## src/logic/cric_pkg.sv

```systemverilog
// package: constants and carriers for the clock, reset and idle control block
package cric_pkg;
	// register offsets on the plain register port
	localparam logic [7:0] ADDR_PROC_CTRL = 8'h87;
	localparam logic [7:0] ADDR_CLK_CTRL0 = 8'h91;
	localparam logic [7:0] ADDR_WAKE_DIV = 8'hd4;
	localparam logic [7:0] ADDR_FUNC_SET = 8'hc0; // chosen offset
	localparam logic [7:0] ADDR_IRQ_STAT = 8'hc1; // chosen offset
	localparam logic [7:0] ADDR_IRQ_MASK = 8'hc2; // chosen offset
	localparam logic [7:0] ADDR_SYS_STAT = 8'hc3; // chosen offset
	// field positions
	localparam int IDLE_BIT = 0;
	localparam int POF_BIT = 4;
	localparam int PLL_ENABLE_BIT_BIT = 4;
	localparam int OUTPUT_CLOCK_SELECT_LO = 4;
	// interrupt status bit positions
	localparam int EV_WAKE = 0;
	localparam int EV_WDOG = 1;
	localparam int EV_MASTER_CLEAR_PIN = 2;
	localparam int EV_IDLE_EXIT = 3;
	// reset values
	localparam logic [7:0] PROCESSOR_CONTROL_RST = 8'h00;
	localparam logic [7:0] CK0_RST = 8'h00;
	localparam logic [7:0] DIV_RST = 8'h00;
	localparam logic [7:0] FUNCTION_SETTING_RST = 8'h00;
	localparam logic [15:0] FETCH_ADDR = 16'h0000;
	// times, as printed, and rates
	localparam longint RC_HZ = 16000;
	localparam longint STAB_MS = 16;
	localparam longint MASTER_CLEAR_PIN_FILT_MS = 8;
	// cycle counts on the rc clock, least times rounded up
	localparam longint STAB_CYC = (STAB_MS * RC_HZ + 999) / 1000;
	localparam longint FILT_CYC = (MASTER_CLEAR_PIN_FILT_MS * RC_HZ + 999) / 1000;
	// output clock selections
	typedef enum logic [1:0] {
		CRIC_OC_OFF = 2'b00,
		CRIC_OC_USB = 2'b01,
		CRIC_OC_HS = 2'b10,
		CRIC_OC_HS2 = 2'b11
	} cric_oc_e;
	// register port request
	typedef struct packed {
		logic [7:0] addr;
		logic [7:0] wdata;
		logic wr;
		logic rd;
	} cric_req_s;
	// clock enables handed to the clock tree
	typedef struct packed {
		logic cpu_clk_en;
		logic pll_en;
		logic rc_osc_en;
		logic wake_tick;
	} cric_clk_s;
endpackage : cric_pkg

```

## src/logic/cric_top.sv

```systemverilog
// clock, reset and idle control: one clock domain, register port slave
// Summary of operation
// [RL1] rc oscillator on for watchdog, reset, resume
// [RL2] rc clock feeds watchdog, reset, stabilizer only; the wakeup prescaler also counts rc ticks here
// [RL3] pll makes 48 mhz, usable at once
// [RL4] pll enable is bit 4, resets 0
// [RL5] software runs 48 mhz system for usb
// [RL6] wakeup clock only triggers wakeup logic
// [RL7] wakeup divide by two times n plus one
// [RL8] output clock select bits 5:4 drive pin
// [RL9] software sets clock pin as output
// [RL10] five reset sources force same state
// [RL11] hold in reset, count 16 ms, fetch zero
// [RL12] master clear filter drops pulses under 8 ms
// [RL13] power-on release waits 16 ms rc count
// [RL14] power-on flag set only by power-on; a write of one to bit 4 also sets it here
// [RL15] watchdog overflow gives full system reset
// [RL16] idle bit stops processor clock only
// [RL17] idle bit clears itself on wakeup
// [RL18] interrupt wakes idle; reset restarts at zero
// [RL19] filtered inputs synchronised to rc ticks
`timescale 1ns/1ps
module cric_top #(
	// counts in rc ticks; small values shorten simulation
	parameter int STAB_COUNT = int'(cric_pkg::STAB_CYC),
	parameter int FILT_COUNT = int'(cric_pkg::FILT_CYC),
	parameter int RC_DIV = 3125, // 50 mhz system clocks per rc tick
	parameter int WAKE_PRE = 128 // rc ticks per wakeup base half period
) (
	// clock and external reset
	input wire logic clk_sys,
	input wire logic reset_n,
	// register port: request in, read data one cycle later
	input wire cric_pkg::cric_req_s bus_req,
	output logic [7:0] bus_rdata,
	// reset sources and rc oscillator requests; the master clear pin is active low
	input wire logic master_clear_pin_n,
	input wire logic poweron_detect_out,
	input wire logic watchdog_overflow,
	input wire logic watchdog_enabled,
	input wire logic osc_resume,
	input wire logic port_wake_pd,
	input wire logic rt_wake_pd,
	// enabled interrupt from the controller, ends idle
	input wire logic irq_pending,
	// clock sources that may be routed to the output pin
	input wire logic usb_clk_in,
	input wire logic hs_clk_in,
	// every output below leaves through a flip-flop
	output logic clock_output_pin,
	output logic sys_reset_n,
	output logic cpu_run,
	output logic [15:0] fetch_addr,
	output cric_pkg::cric_clk_s clk_en,
	output logic irq
);
	// reset release through two flip-flops
	// the assert edge is immediate, the release is retimed to clk_sys so
	// no register sees reset leave close to a clock edge
	logic rst_s1_q, rst_n_q;
	always_ff @(posedge clk_sys or negedge reset_n) begin
		if (!reset_n) begin
			rst_s1_q <= 1'b0;
			rst_n_q <= 1'b0;
		end else begin
			rst_s1_q <= 1'b1;
			rst_n_q <= rst_s1_q;
		end
	end

	// rc tick: stands in for the 16 khz rc clock, one pulse per period
	// the oscillator itself is analog; this divider models its rate and
	// is the only timebase of the filter, stabiliser and wakeup logic
	logic [15:0] rc_cnt_q;
	logic rc_tick_q;
	always_ff @(posedge clk_sys or negedge rst_n_q) begin
		if (!rst_n_q) begin
			rc_cnt_q <= 16'h0000;
			rc_tick_q <= 1'b0;
		end else if (rc_cnt_q == 16'(RC_DIV - 1)) begin
			rc_cnt_q <= 16'h0000;
			rc_tick_q <= 1'b1;
		end else begin
			rc_cnt_q <= rc_cnt_q + 16'h0001;
			rc_tick_q <= 1'b0;
		end
	end

	// synchronisers for the master clear pin and power-on detector
	// the first stage may go metastable, so only the second is read
	// the pin stages idle high after reset so no false clear is seen
	logic master_clear_pin_s1_q, master_clear_pin_s2_q, por_s1_q, por_s2_q;
	always_ff @(posedge clk_sys or negedge rst_n_q) begin
		if (!rst_n_q) begin
			master_clear_pin_s1_q <= 1'b1;
			master_clear_pin_s2_q <= 1'b1;
			por_s1_q <= 1'b0;
			por_s2_q <= 1'b0;
		end else begin
			master_clear_pin_s1_q <= master_clear_pin_n;
			master_clear_pin_s2_q <= master_clear_pin_s1_q;
			por_s1_q <= poweron_detect_out;
			por_s2_q <= por_s1_q;
		end
	end

	// master clear filter: low must hold for the full count of rc ticks
	// a short glitch resets the count, so noise never reaches reset
	// limitation: the length is only as accurate as the rc oscillator
	// the hit stays set while the pin stays low, holding reset
	logic [15:0] filt_cnt_q;
	logic master_clear_pin_hit_q;
	always_ff @(posedge clk_sys or negedge rst_n_q) begin
		if (!rst_n_q) begin
			filt_cnt_q <= 16'h0000;
			master_clear_pin_hit_q <= 1'b0;
		end else if (master_clear_pin_s2_q) begin
			filt_cnt_q <= 16'h0000; // [RL12]
			master_clear_pin_hit_q <= 1'b0;
		end else if (rc_tick_q) begin // [RL19]
			if (filt_cnt_q >= 16'(FILT_COUNT - 1)) begin
				master_clear_pin_hit_q <= 1'b1; // [RL12]
			end else begin
				filt_cnt_q <= filt_cnt_q + 16'h0001;
			end
		end
	end

	// any reset source: held while active, then the stabiliser runs
	// the power-on detector is used as a level, so a brown-out holds
	// reset while the supply is low, then the full count restarts
	// induced wakeup requests share the path so all sources look alike
	logic any_reset;
	assign any_reset = master_clear_pin_hit_q | !por_s2_q | watchdog_overflow |
		port_wake_pd | rt_wake_pd; // [RL10] [RL15]

	// stabilisation counter clocked by rc ticks
	// any source restarts the count, so a source that bounces only
	// lengthens the reset; it can never cut the stabilisation short
	// the counter freezes at its end value while released
	logic [15:0] stab_cnt_q;
	logic in_reset_q;
	always_ff @(posedge clk_sys or negedge rst_n_q) begin
		if (!rst_n_q) begin
			stab_cnt_q <= 16'h0000;
			in_reset_q <= 1'b1;
		end else if (any_reset) begin
			stab_cnt_q <= 16'h0000; // [RL11]
			in_reset_q <= 1'b1;
		end else if (in_reset_q && rc_tick_q) begin // [RL13] [RL19]
			if (stab_cnt_q >= 16'(STAB_COUNT - 1)) begin
				in_reset_q <= 1'b0; // [RL11]
			end else begin
				stab_cnt_q <= stab_cnt_q + 16'h0001;
			end
		end
	end

	// write decode shared by the register processes
	function automatic logic wr_hit(input cric_pkg::cric_req_s req,
		input logic [7:0] addr);
		return req.wr && req.addr == addr;
	endfunction : wr_hit

	// registers
	// bits that no rule gives a meaning read back as zero
	logic [7:0] processor_control_q, ck0_q, div_q, function_setting_q, ist_q, imask_q;
	logic pof_q;
	logic wr_hit_processor_control;
	assign wr_hit_processor_control = wr_hit(bus_req, cric_pkg::ADDR_PROC_CTRL);

	// power-on flag: set by power-on or by a write of one to bit 4, survives other resets
	// kept apart from the common reset so software can tell a power cycle
	// from the other sources; detector low wins over a clearing write
	always_ff @(posedge clk_sys or negedge rst_n_q) begin
		if (!rst_n_q) begin
			pof_q <= 1'b1;
		end else if (!por_s2_q) begin
			pof_q <= 1'b1; // [RL14]
		end else if (wr_hit_processor_control) begin
			pof_q <= bus_req.wdata[cric_pkg::POF_BIT]; // [RL14]
		end
	end

	// processor control: idle bit set by write, cleared on wakeup or reset
	// wakeup beats a write in the same cycle, so a late idle request
	// can never swallow the interrupt that should end it
	// only the idle bit is stored here; the flag has its own register
	always_ff @(posedge clk_sys or negedge rst_n_q) begin
		if (!rst_n_q) begin
			processor_control_q <= cric_pkg::PROCESSOR_CONTROL_RST;
		end else if (in_reset_q) begin
			processor_control_q <= cric_pkg::PROCESSOR_CONTROL_RST; // [RL10]
		end else if (processor_control_q[cric_pkg::IDLE_BIT] && irq_pending) begin
			processor_control_q[cric_pkg::IDLE_BIT] <= 1'b0; // [RL17] [RL18]
		end else if (wr_hit_processor_control) begin
			processor_control_q <= bus_req.wdata & 8'h01; // [RL16]
		end
	end

	// clock control zero, divider and function setting
	// all three return to reset values during any reset, so the pll is
	// off and the output pin quiet when the processor restarts
	// only the pll enable bit is kept in clock control zero
	always_ff @(posedge clk_sys or negedge rst_n_q) begin
		if (!rst_n_q) begin
			ck0_q <= cric_pkg::CK0_RST;
			div_q <= cric_pkg::DIV_RST;
			function_setting_q <= cric_pkg::FUNCTION_SETTING_RST;
		end else if (in_reset_q) begin
			ck0_q <= cric_pkg::CK0_RST; // [RL4]
			div_q <= cric_pkg::DIV_RST;
			function_setting_q <= cric_pkg::FUNCTION_SETTING_RST;
		end else if (bus_req.wr) begin
			if (bus_req.addr == cric_pkg::ADDR_CLK_CTRL0) begin
				ck0_q <= bus_req.wdata & 8'h10; // [RL4]
			end
			if (bus_req.addr == cric_pkg::ADDR_WAKE_DIV) begin
				div_q <= bus_req.wdata; // [RL7]
			end
			if (bus_req.addr == cric_pkg::ADDR_FUNC_SET) begin
				function_setting_q <= bus_req.wdata & 8'h30; // [RL8]
			end
		end
	end

	// wakeup clock: rc ticks prescaled, then divided by 2 x (n + 1)
	// a new divider value takes effect at the next base tick
	// the tick feeds the interrupt status and the wake_tick enable, it clocks nothing
	// prescaler and divider run freely; software cannot set the phase
	logic [15:0] pre_cnt_q;
	logic [8:0] wdiv_cnt_q;
	logic wake_q, wake_tick_q;
	always_ff @(posedge clk_sys or negedge rst_n_q) begin
		if (!rst_n_q) begin
			pre_cnt_q <= 16'h0000;
			wdiv_cnt_q <= 9'h000;
			wake_q <= 1'b0;
			wake_tick_q <= 1'b0;
		end else begin
			wake_tick_q <= 1'b0;
			if (rc_tick_q) begin
				if (pre_cnt_q == 16'(WAKE_PRE - 1)) begin
					pre_cnt_q <= 16'h0000;
					// half period is n + 1 base ticks
					if (wdiv_cnt_q >= {1'b0, div_q}) begin
						wdiv_cnt_q <= 9'h000; // [RL7]
						wake_q <= !wake_q;
						wake_tick_q <= !wake_q; // [RL6]
					end else begin
						wdiv_cnt_q <= wdiv_cnt_q + 9'h001;
					end
				end else begin
					pre_cnt_q <= pre_cnt_q + 16'h0001;
				end
			end
		end
	end

	// interrupt status: sticky events, write one to clear, set wins
	// delayed copies turn levels into one-cycle events
	logic [7:0] ev;
	logic master_clear_pin_hit_d1_q, idle_d1_q;
	always_ff @(posedge clk_sys or negedge rst_n_q) begin
		if (!rst_n_q) begin
			master_clear_pin_hit_d1_q <= 1'b0;
			idle_d1_q <= 1'b0;
		end else begin
			master_clear_pin_hit_d1_q <= master_clear_pin_hit_q;
			idle_d1_q <= processor_control_q[cric_pkg::IDLE_BIT];
		end
	end
	// event vector, one bit per status position
	always_comb begin
		ev = 8'h00;
		ev[cric_pkg::EV_WAKE] = wake_tick_q;
		ev[cric_pkg::EV_WDOG] = watchdog_overflow;
		ev[cric_pkg::EV_MASTER_CLEAR_PIN] = master_clear_pin_hit_q & !master_clear_pin_hit_d1_q;
		ev[cric_pkg::EV_IDLE_EXIT] = idle_d1_q & !processor_control_q[cric_pkg::IDLE_BIT];
	end
	always_ff @(posedge clk_sys or negedge rst_n_q) begin
		if (!rst_n_q) begin
			ist_q <= 8'h00;
			imask_q <= 8'h00;
		end else begin
			// set wins over a clear in the same cycle so no event is lost
			// a write of zero leaves a bit as it is
			if (wr_hit(bus_req, cric_pkg::ADDR_IRQ_STAT)) begin
				ist_q <= (ist_q & ~bus_req.wdata) | ev;
			end else begin
				ist_q <= ist_q | ev;
			end
			if (wr_hit(bus_req, cric_pkg::ADDR_IRQ_MASK)) begin
				imask_q <= bus_req.wdata & 8'h0f;
			end
		end
	end

	// read data, one cycle after the read strobe, zero otherwise
	// a read has no side effect, so a repeated read is always safe
	// the divider is write only and reads as zero
	logic [7:0] rdata_d;
	always_comb begin
		rdata_d = 8'h00;
		if (bus_req.rd) begin
			unique case (bus_req.addr)
				cric_pkg::ADDR_PROC_CTRL: rdata_d = processor_control_q |
					{3'b000, pof_q, 4'h0};
				cric_pkg::ADDR_CLK_CTRL0: rdata_d = ck0_q;
				cric_pkg::ADDR_FUNC_SET: rdata_d = function_setting_q;
				cric_pkg::ADDR_IRQ_STAT: rdata_d = ist_q;
				cric_pkg::ADDR_IRQ_MASK: rdata_d = imask_q;
				cric_pkg::ADDR_SYS_STAT: rdata_d = {5'h00, wake_q,
					in_reset_q, master_clear_pin_hit_q};
				default: rdata_d = 8'h00; // divider is write only
			endcase
		end
	end

	// output clock select: the chosen source is retimed through one flop
	// the pin follows its source two clocks late; a source faster than
	// half of clk_sys would alias, a known limit of sampling it here
	logic hs_half_q, hs_prev_q, oc_q;
	always_ff @(posedge clk_sys or negedge rst_n_q) begin
		if (!rst_n_q) begin
			hs_half_q <= 1'b0;
			hs_prev_q <= 1'b0;
			oc_q <= 1'b0;
		end else begin
			// halve the oscillator: toggle on each of its rising edges
			hs_prev_q <= hs_clk_in;
			if (hs_clk_in && !hs_prev_q) begin
				hs_half_q <= !hs_half_q; // [RL8]
			end
			unique case (cric_pkg::cric_oc_e'(function_setting_q[cric_pkg::OUTPUT_CLOCK_SELECT_LO +: 2]))
				cric_pkg::CRIC_OC_OFF: oc_q <= 1'b0; // [RL8]
				cric_pkg::CRIC_OC_USB: oc_q <= usb_clk_in;
				cric_pkg::CRIC_OC_HS: oc_q <= hs_clk_in;
				cric_pkg::CRIC_OC_HS2: oc_q <= hs_half_q;
			endcase
		end
	end

	// registered outputs
	// every output leaves through a flop so the pins never glitch while
	// the selection logic settles
	always_ff @(posedge clk_sys or negedge rst_n_q) begin
		if (!rst_n_q) begin
			bus_rdata <= 8'h00;
			clock_output_pin <= 1'b0;
			sys_reset_n <= 1'b0;
			cpu_run <= 1'b0;
			fetch_addr <= cric_pkg::FETCH_ADDR;
			clk_en <= '0;
			irq <= 1'b0;
		end else begin
			bus_rdata <= rdata_d;
			clock_output_pin <= oc_q;
			sys_reset_n <= !in_reset_q; // [RL11]
			// only the processor clock stops in idle
			cpu_run <= !in_reset_q && !processor_control_q[cric_pkg::IDLE_BIT]; // [RL16]
			// restart address is fixed; every reset restarts at zero
			fetch_addr <= cric_pkg::FETCH_ADDR; // [RL11] [RL18]
			clk_en.cpu_clk_en <= !processor_control_q[cric_pkg::IDLE_BIT];
			clk_en.pll_en <= ck0_q[cric_pkg::PLL_ENABLE_BIT_BIT]; // [RL3] [RL4]
			// rc runs for watchdog, reset state or oscillator resume
			clk_en.rc_osc_en <= watchdog_enabled | in_reset_q |
				osc_resume; // [RL1] [RL2]
			clk_en.wake_tick <= wake_tick_q; // [RL6]
			irq <= |(ist_q & imask_q);
		end
	end
endmodule : cric_top

```

## config.mk

```make
export PLATFORM = sky130hd
export DESIGN_NAME = cric_top
export DESIGN_NICKNAME = d
export VERILOG_FILES = /design/src/logic/cric_pkg.sv /design/src/logic/cric_top.sv
export SDC_FILE = /design/constraint.sdc
export NUM_CORES = 1
export LEC_CHECK = 0
export BUFFER_PORTS_ARGS = -buffer_cell sky130_fd_sc_hd__buf_2
export CAP_MARGIN = 0
export CORE_MARGIN = 2
export CORE_UTILIZATION = 55
export DETAILED_ROUTE_END_ITERATION = 16
export PLACE_DENSITY = 0.77
export SLEW_MARGIN = 5
export SYNTH_ARGS = -nofsm -noshare
export SYNTH_HDL_FRONTEND = slang
export SYNTH_SLANG_ARGS = --single-unit
export TNS_END_PERCENT = 1
```

## constraint.sdc

```tcl
create_clock -name clk_sys -period 4.4 [get_ports clk_sys]
set_input_delay 0.44 -clock clk_sys [delete_from_list [all_inputs] [get_ports clk_sys]]
set_output_delay 0.44 -clock clk_sys [all_outputs]
set_load 0.01 [all_outputs]
```

Word-level counts from Yosys, hierarchy flattened
Index checks and enable logic that the tools add are counted.
{"block": "totals", "elab_cells": 150, "regBits": 150}
{"block": "op_classes", "add_sub_neg": 5, "n_lt_le_gt_ge": 3, "bitwise_logic": 14, "n_eq_ne": 16, "n_mux": 38, "n_reduce_logical": 36}
{"cell": "two-way mux 16 bit", "n": 8}
{"cell": "two-way mux 8 bit", "n": 13}
{"cell": "adder 16 x 1 -> 16 bit (second input constant)", "n": 4}
{"cell": "== test 8 bit (second input constant)", "n": 7}
{"cell": "case mux 8 bit (6 select lines)", "n": 1}
{"cell": "AND reduction 2 bit", "n": 9}
{"cell": "nonzero test 2 bit", "n": 9}
{"cell": "== test 16 x 12 -> 1 bit (second input constant)", "n": 1}
{"cell": "== test 16 x 7 -> 1 bit (second input constant)", "n": 1}
{"cell": ">= comparator 16 x 7 -> 1 bit (second input constant)", "n": 1}
{"cell": ">= comparator 16 x 8 -> 1 bit (second input constant)", "n": 1}
{"cell": "OR 8 x 4 -> 8 bit", "n": 2}
{"cell": "two-way mux 1 bit", "n": 13}
{"cell": "adder 9 x 1 -> 9 bit (second input constant)", "n": 1}
{"cell": ">= comparator 9 x 8 -> 1 bit", "n": 1}
{"cell": "two-way mux 9 bit", "n": 1}
{"cell": "bitwise AND 8 x 4 -> 8 bit", "n": 1}
{"cell": "bitwise AND 8 bit", "n": 1}
{"cell": "inverter 8 bit", "n": 1}
{"cell": "OR 8 x 5 -> 8 bit", "n": 1}
{"cell": "OR reduction 8 bit", "n": 1}
{"cell": "logical AND 1 bit", "n": 7}
{"cell": "zero test 1 bit", "n": 7}
{"cell": "two-way mux 7 bit", "n": 1}
{"cell": "other kinds (10)", "n": 19}

Depth between registers and ports, before layout
{"block": "logic_depth", "word_depth": 7, "mapped_depth": 7, "depth_no_buf": 7}

Worst setup path after synthesis
No wires, ideal clock.
{"block": "synth_timing", "path_kind": "register -> register", "from": "register wdiv_cnt_q[7]", "to": "register wdiv_cnt_q[2]", "setup_slack_ns": 2.321, "required_time_ns": 4.299, "setup_ns": 0.101, "stages_incl_launch_ff": 7, "path_buffers": 0, "t_arrival_ns": 1.979, "cell_sequence": "dfrtp_1 > ha_1 > and4b_1 > nor2b_4 > a2111oi_4 > nand3_4 > o311ai_2"}
{"block": "synth_via", "elab_chain_cells": 2}
{"element": "start, declared", "line_no": "cric_top.sv:232", "text": "logic [8:0] wdiv_cnt_q;"}
{"element": "start signal, assigned", "line_no": "cric_top.sv:251", "text": "wdiv_cnt_q <= wdiv_cnt_q + 9'h001;"}
{"element": ">= comparator 9 x 8 -> 1 bit", "line_no": "cric_top.sv:246", "text": "if (wdiv_cnt_q >= {1'b0, div_q}) begin"}
{"element": "two-way mux 9 bit", "line_no": "cric_top.sv:246"}
No other way between the ends.
A chain may end at the register's enable or synchronous reset.

Worst setup path after layout
Same ends and word-level chain as after synthesis.

==> summary.txt <==
status = complete, no violations
final setup fails = 0
nets@finish = 640
Worst-Skew Late Latency = 530 ps
Cell Rows = 37
crit path time final = 2340 ps
worst vdd ir = 314 uV
Detail Placement HPWL = 7400 um
Slew Viols, Final = 0
Iter 0 DRT Violations = 219
Remaining Overflow, GRT = 0
largest net degree at the start of global routing = 59
Fin. Hold Viols = 0
leakage dissipation = 3.16 nW
DR vias/cell = 5.51
Synth top area share = 53.9%
EDFF count, synth = 0
Adder-Cell Fraction of Synth Area = 2.99%
clock skew = 7.84 ps
dominant cell type by area after synthesis = dfrtp_1
first-pass iteration count of the detailed router = 4
Seq/Total Area, Yosys = 55.7%
XOR/XNOR Fraction of Synth Area = 5.84%
maxcap violations = 0
largest family of logic cells by synthesized area = simple AND/OR/NAND/NOR gates
crit path kind = reg2reg
mux share of post-synthesis cell area = 4.04%
top_reg_cell synth = dfrtp_1
TritonCTS clock tree = yes
PortBufs = 45
Starting Density = 56.7%
Post-Synth Simple-Gate Area = 20.2%
post-DR wirelength/cell = 14.8 um
Placer Congestion = 0.846
CP arrival = 2760 ps
slew margin rel. = 44.4%
Placeable Area = 10,300 sq um
sum of negative setup slack = 0 ps
Tightest Pin Transition = 830 ps
Hold Slack = 54.7 ps
Crit Path Max Fanout = 8
Total Power = 2.67 mW
Die ar. = 11,500 sq um
asr flop ratio synth = 100%
Clk pin slew, worst setup/hold paths = 60 ps
Final Cycle Share = 53.1%
TritonCTS Sinks = 130
H-Tree Level Count = 4
Fmax = 428 MHz
Cell Pwr Density = 394 nW/um^2
top post-synthesis cells by area = dfrtp_1 (54%), xnor2_1 (3.9%), nor2_1 (3.5%)
Netlist cell types = 53
Post-synth top cells = dfrtp_1 (126), nor2_1 (54), nand2_1 (44)
total CTS buffers = 17
Die Wd = 107 um
warnings from Yosys = 0
total wire length = 11,000 um
Layout area overhead = 16.0%
Setup crit start kind = flop
Synth Area in Compound Gates = 6.86%
CTS root buf = clkbuf_8
Cell Area, Synth = 5850 sq um
Post-DRT Antenna Nets = 0
Hold WC Path Type = in2reg
gr usage total = 21.2%
vias = 4,104
layout cells sized above 1 = 16.1%
vias in the first global route = 4,145
most frequent cell after synthesis = dfrtp_1
CTS Buffer Depth = 2
syn_area_per_cell = 10.9 sq um
Post-Synthesis Cells = 537
CP endpoint kind = flop
Die Y-Extent = 107 um
fill count = 779
initial antenna violation count = 0
flops & latches, synth = 130
RSZ-0062 raised after global routing = false
# diodes = 0
first-pass GRT wire length = 19,100 um
Top Ports = 62
DRC viols = 0
Worst EP required = 4820 ps
-- path summary, 6_finish.rpt --
check	startpoint	endpoint	slack [ps]	cells past startpoint
max in group asynchronous	rst_n_q$_DFF_PN0_	master_clear_pin_s1_q$_DFF_PN1_	3050	1
worst min register to register	rst_s1_q$_DFF_PN0_	rst_n_q$_DFF_PN0_	350	0
worst min-delay path	hs_clk_in	hs_prev_q$_DFF_PN0_	50	1
worst max-delay path	wdiv_cnt_q[7]$_DFFE_PN0P_	wdiv_cnt_q[2]$_DFFE_PN0P_	2060	6
min in group asynchronous	reset_n	rst_n_q$_DFF_PN0_	230	2
worst max register to register	wdiv_cnt_q[7]$_DFFE_PN0P_	wdiv_cnt_q[2]$_DFFE_PN0P_	2060	6
-- state kept, by name (all words and copies together), names as in the netlist, 2 cells and up --
signal / cells
wdiv_cnt_q: 9
stab_cnt_q: 16
clk_en: 4
bus_rdata: 8
rc_cnt_q: 16
pre_cnt_q: 16
imask_q: 4
function_setting_q: 2
ist_q: 8
filt_cnt_q: 16
div_q: 8
-- routing by layer --
layer	track usage, %	up-vias	part of all wire [%]
li1	-	1941	-
met1	26.4	2020	44
met2	35.0	121	49
met3	5.35	22	4.6
met4	9.55	0	2.4
met5	0	-	0
-- cell usage in the layout (no fill, tap or decap), types with 12 or more instances in the layout --
cell,n
nor3_1,12
nor2b_1,17
a21oi_1,13
inv_1,24
dfrtp_1,125
buf_2,45
nand2_1,44
mux2i_1,18
conb_1,17
nand3_1,21
xor2_1,13
o21ai_0,12
clkbuf_16,16
nand4_1,18
nor2_1,54
ha_1,14
xnor2_1,26
-- area by class of cell --
class	count	area, sq um	share of cell area (%)
clock inverters	10	133	1.95
well taps	136	170	2.51
clock buffers	22	453	6.68
repair buffers	51	278	4.09
flip-flops and latches	130	3260	48.1
multi-input cells	372	2400	35.4
inverters	24	90.1	1.33
-- cells by family after synthesis --
family | count (synthesis)
fa+ha+maj | 14
flops | 130
mux | 23
buf+inv | 50
compound gates | 54
xor+xnor | 39
other cells | 2
simple gates | 225
-- through the flow --
| stage | util, % | area (sq um) | cells | setup WS [ps] |
|---|---|---|---|---|
| final | 65.7 | 6790 | 745 | 2060 |
| after global routing | 65.7 | 6790 | 745 | 1950 |
| after CTS | 65.7 | 6790 | 745 | 2060 |
| after detailed placement | 59.8 | 6170 | 710 | 2080 |
| after global placement | 59.8 | 6170 | 710 | 2170 |
| after floorplan | - | 5910 | 552 | 517 |
-- power by group --
group / switching [mW] / internal, mW
Sequential: 0.0186 / 1.21
Clock: 0.489 / 0.888
Combinational: 0.0434 / 0.0256
Total: 0.551 / 2.12
-- worst max-delay path: stages, from the launching register on --
cell and delay [ps]:
dfrtp_1 420, ha_1 330, and4b_1 240, nor2b_4 140, a2111oi_4 610, nand3_4 230, o311ai_2 260
-- repair_timing --
action | in CTS | in global routing
hold endpoints to repair | 4 | 0
setup buffers | 0 | 0
hold buffers | 3 | 0
resized for setup | 0 | 0
setup endpoints to repair | 0 | 0
Note: power is estimated with default switching activity, not from simulation.
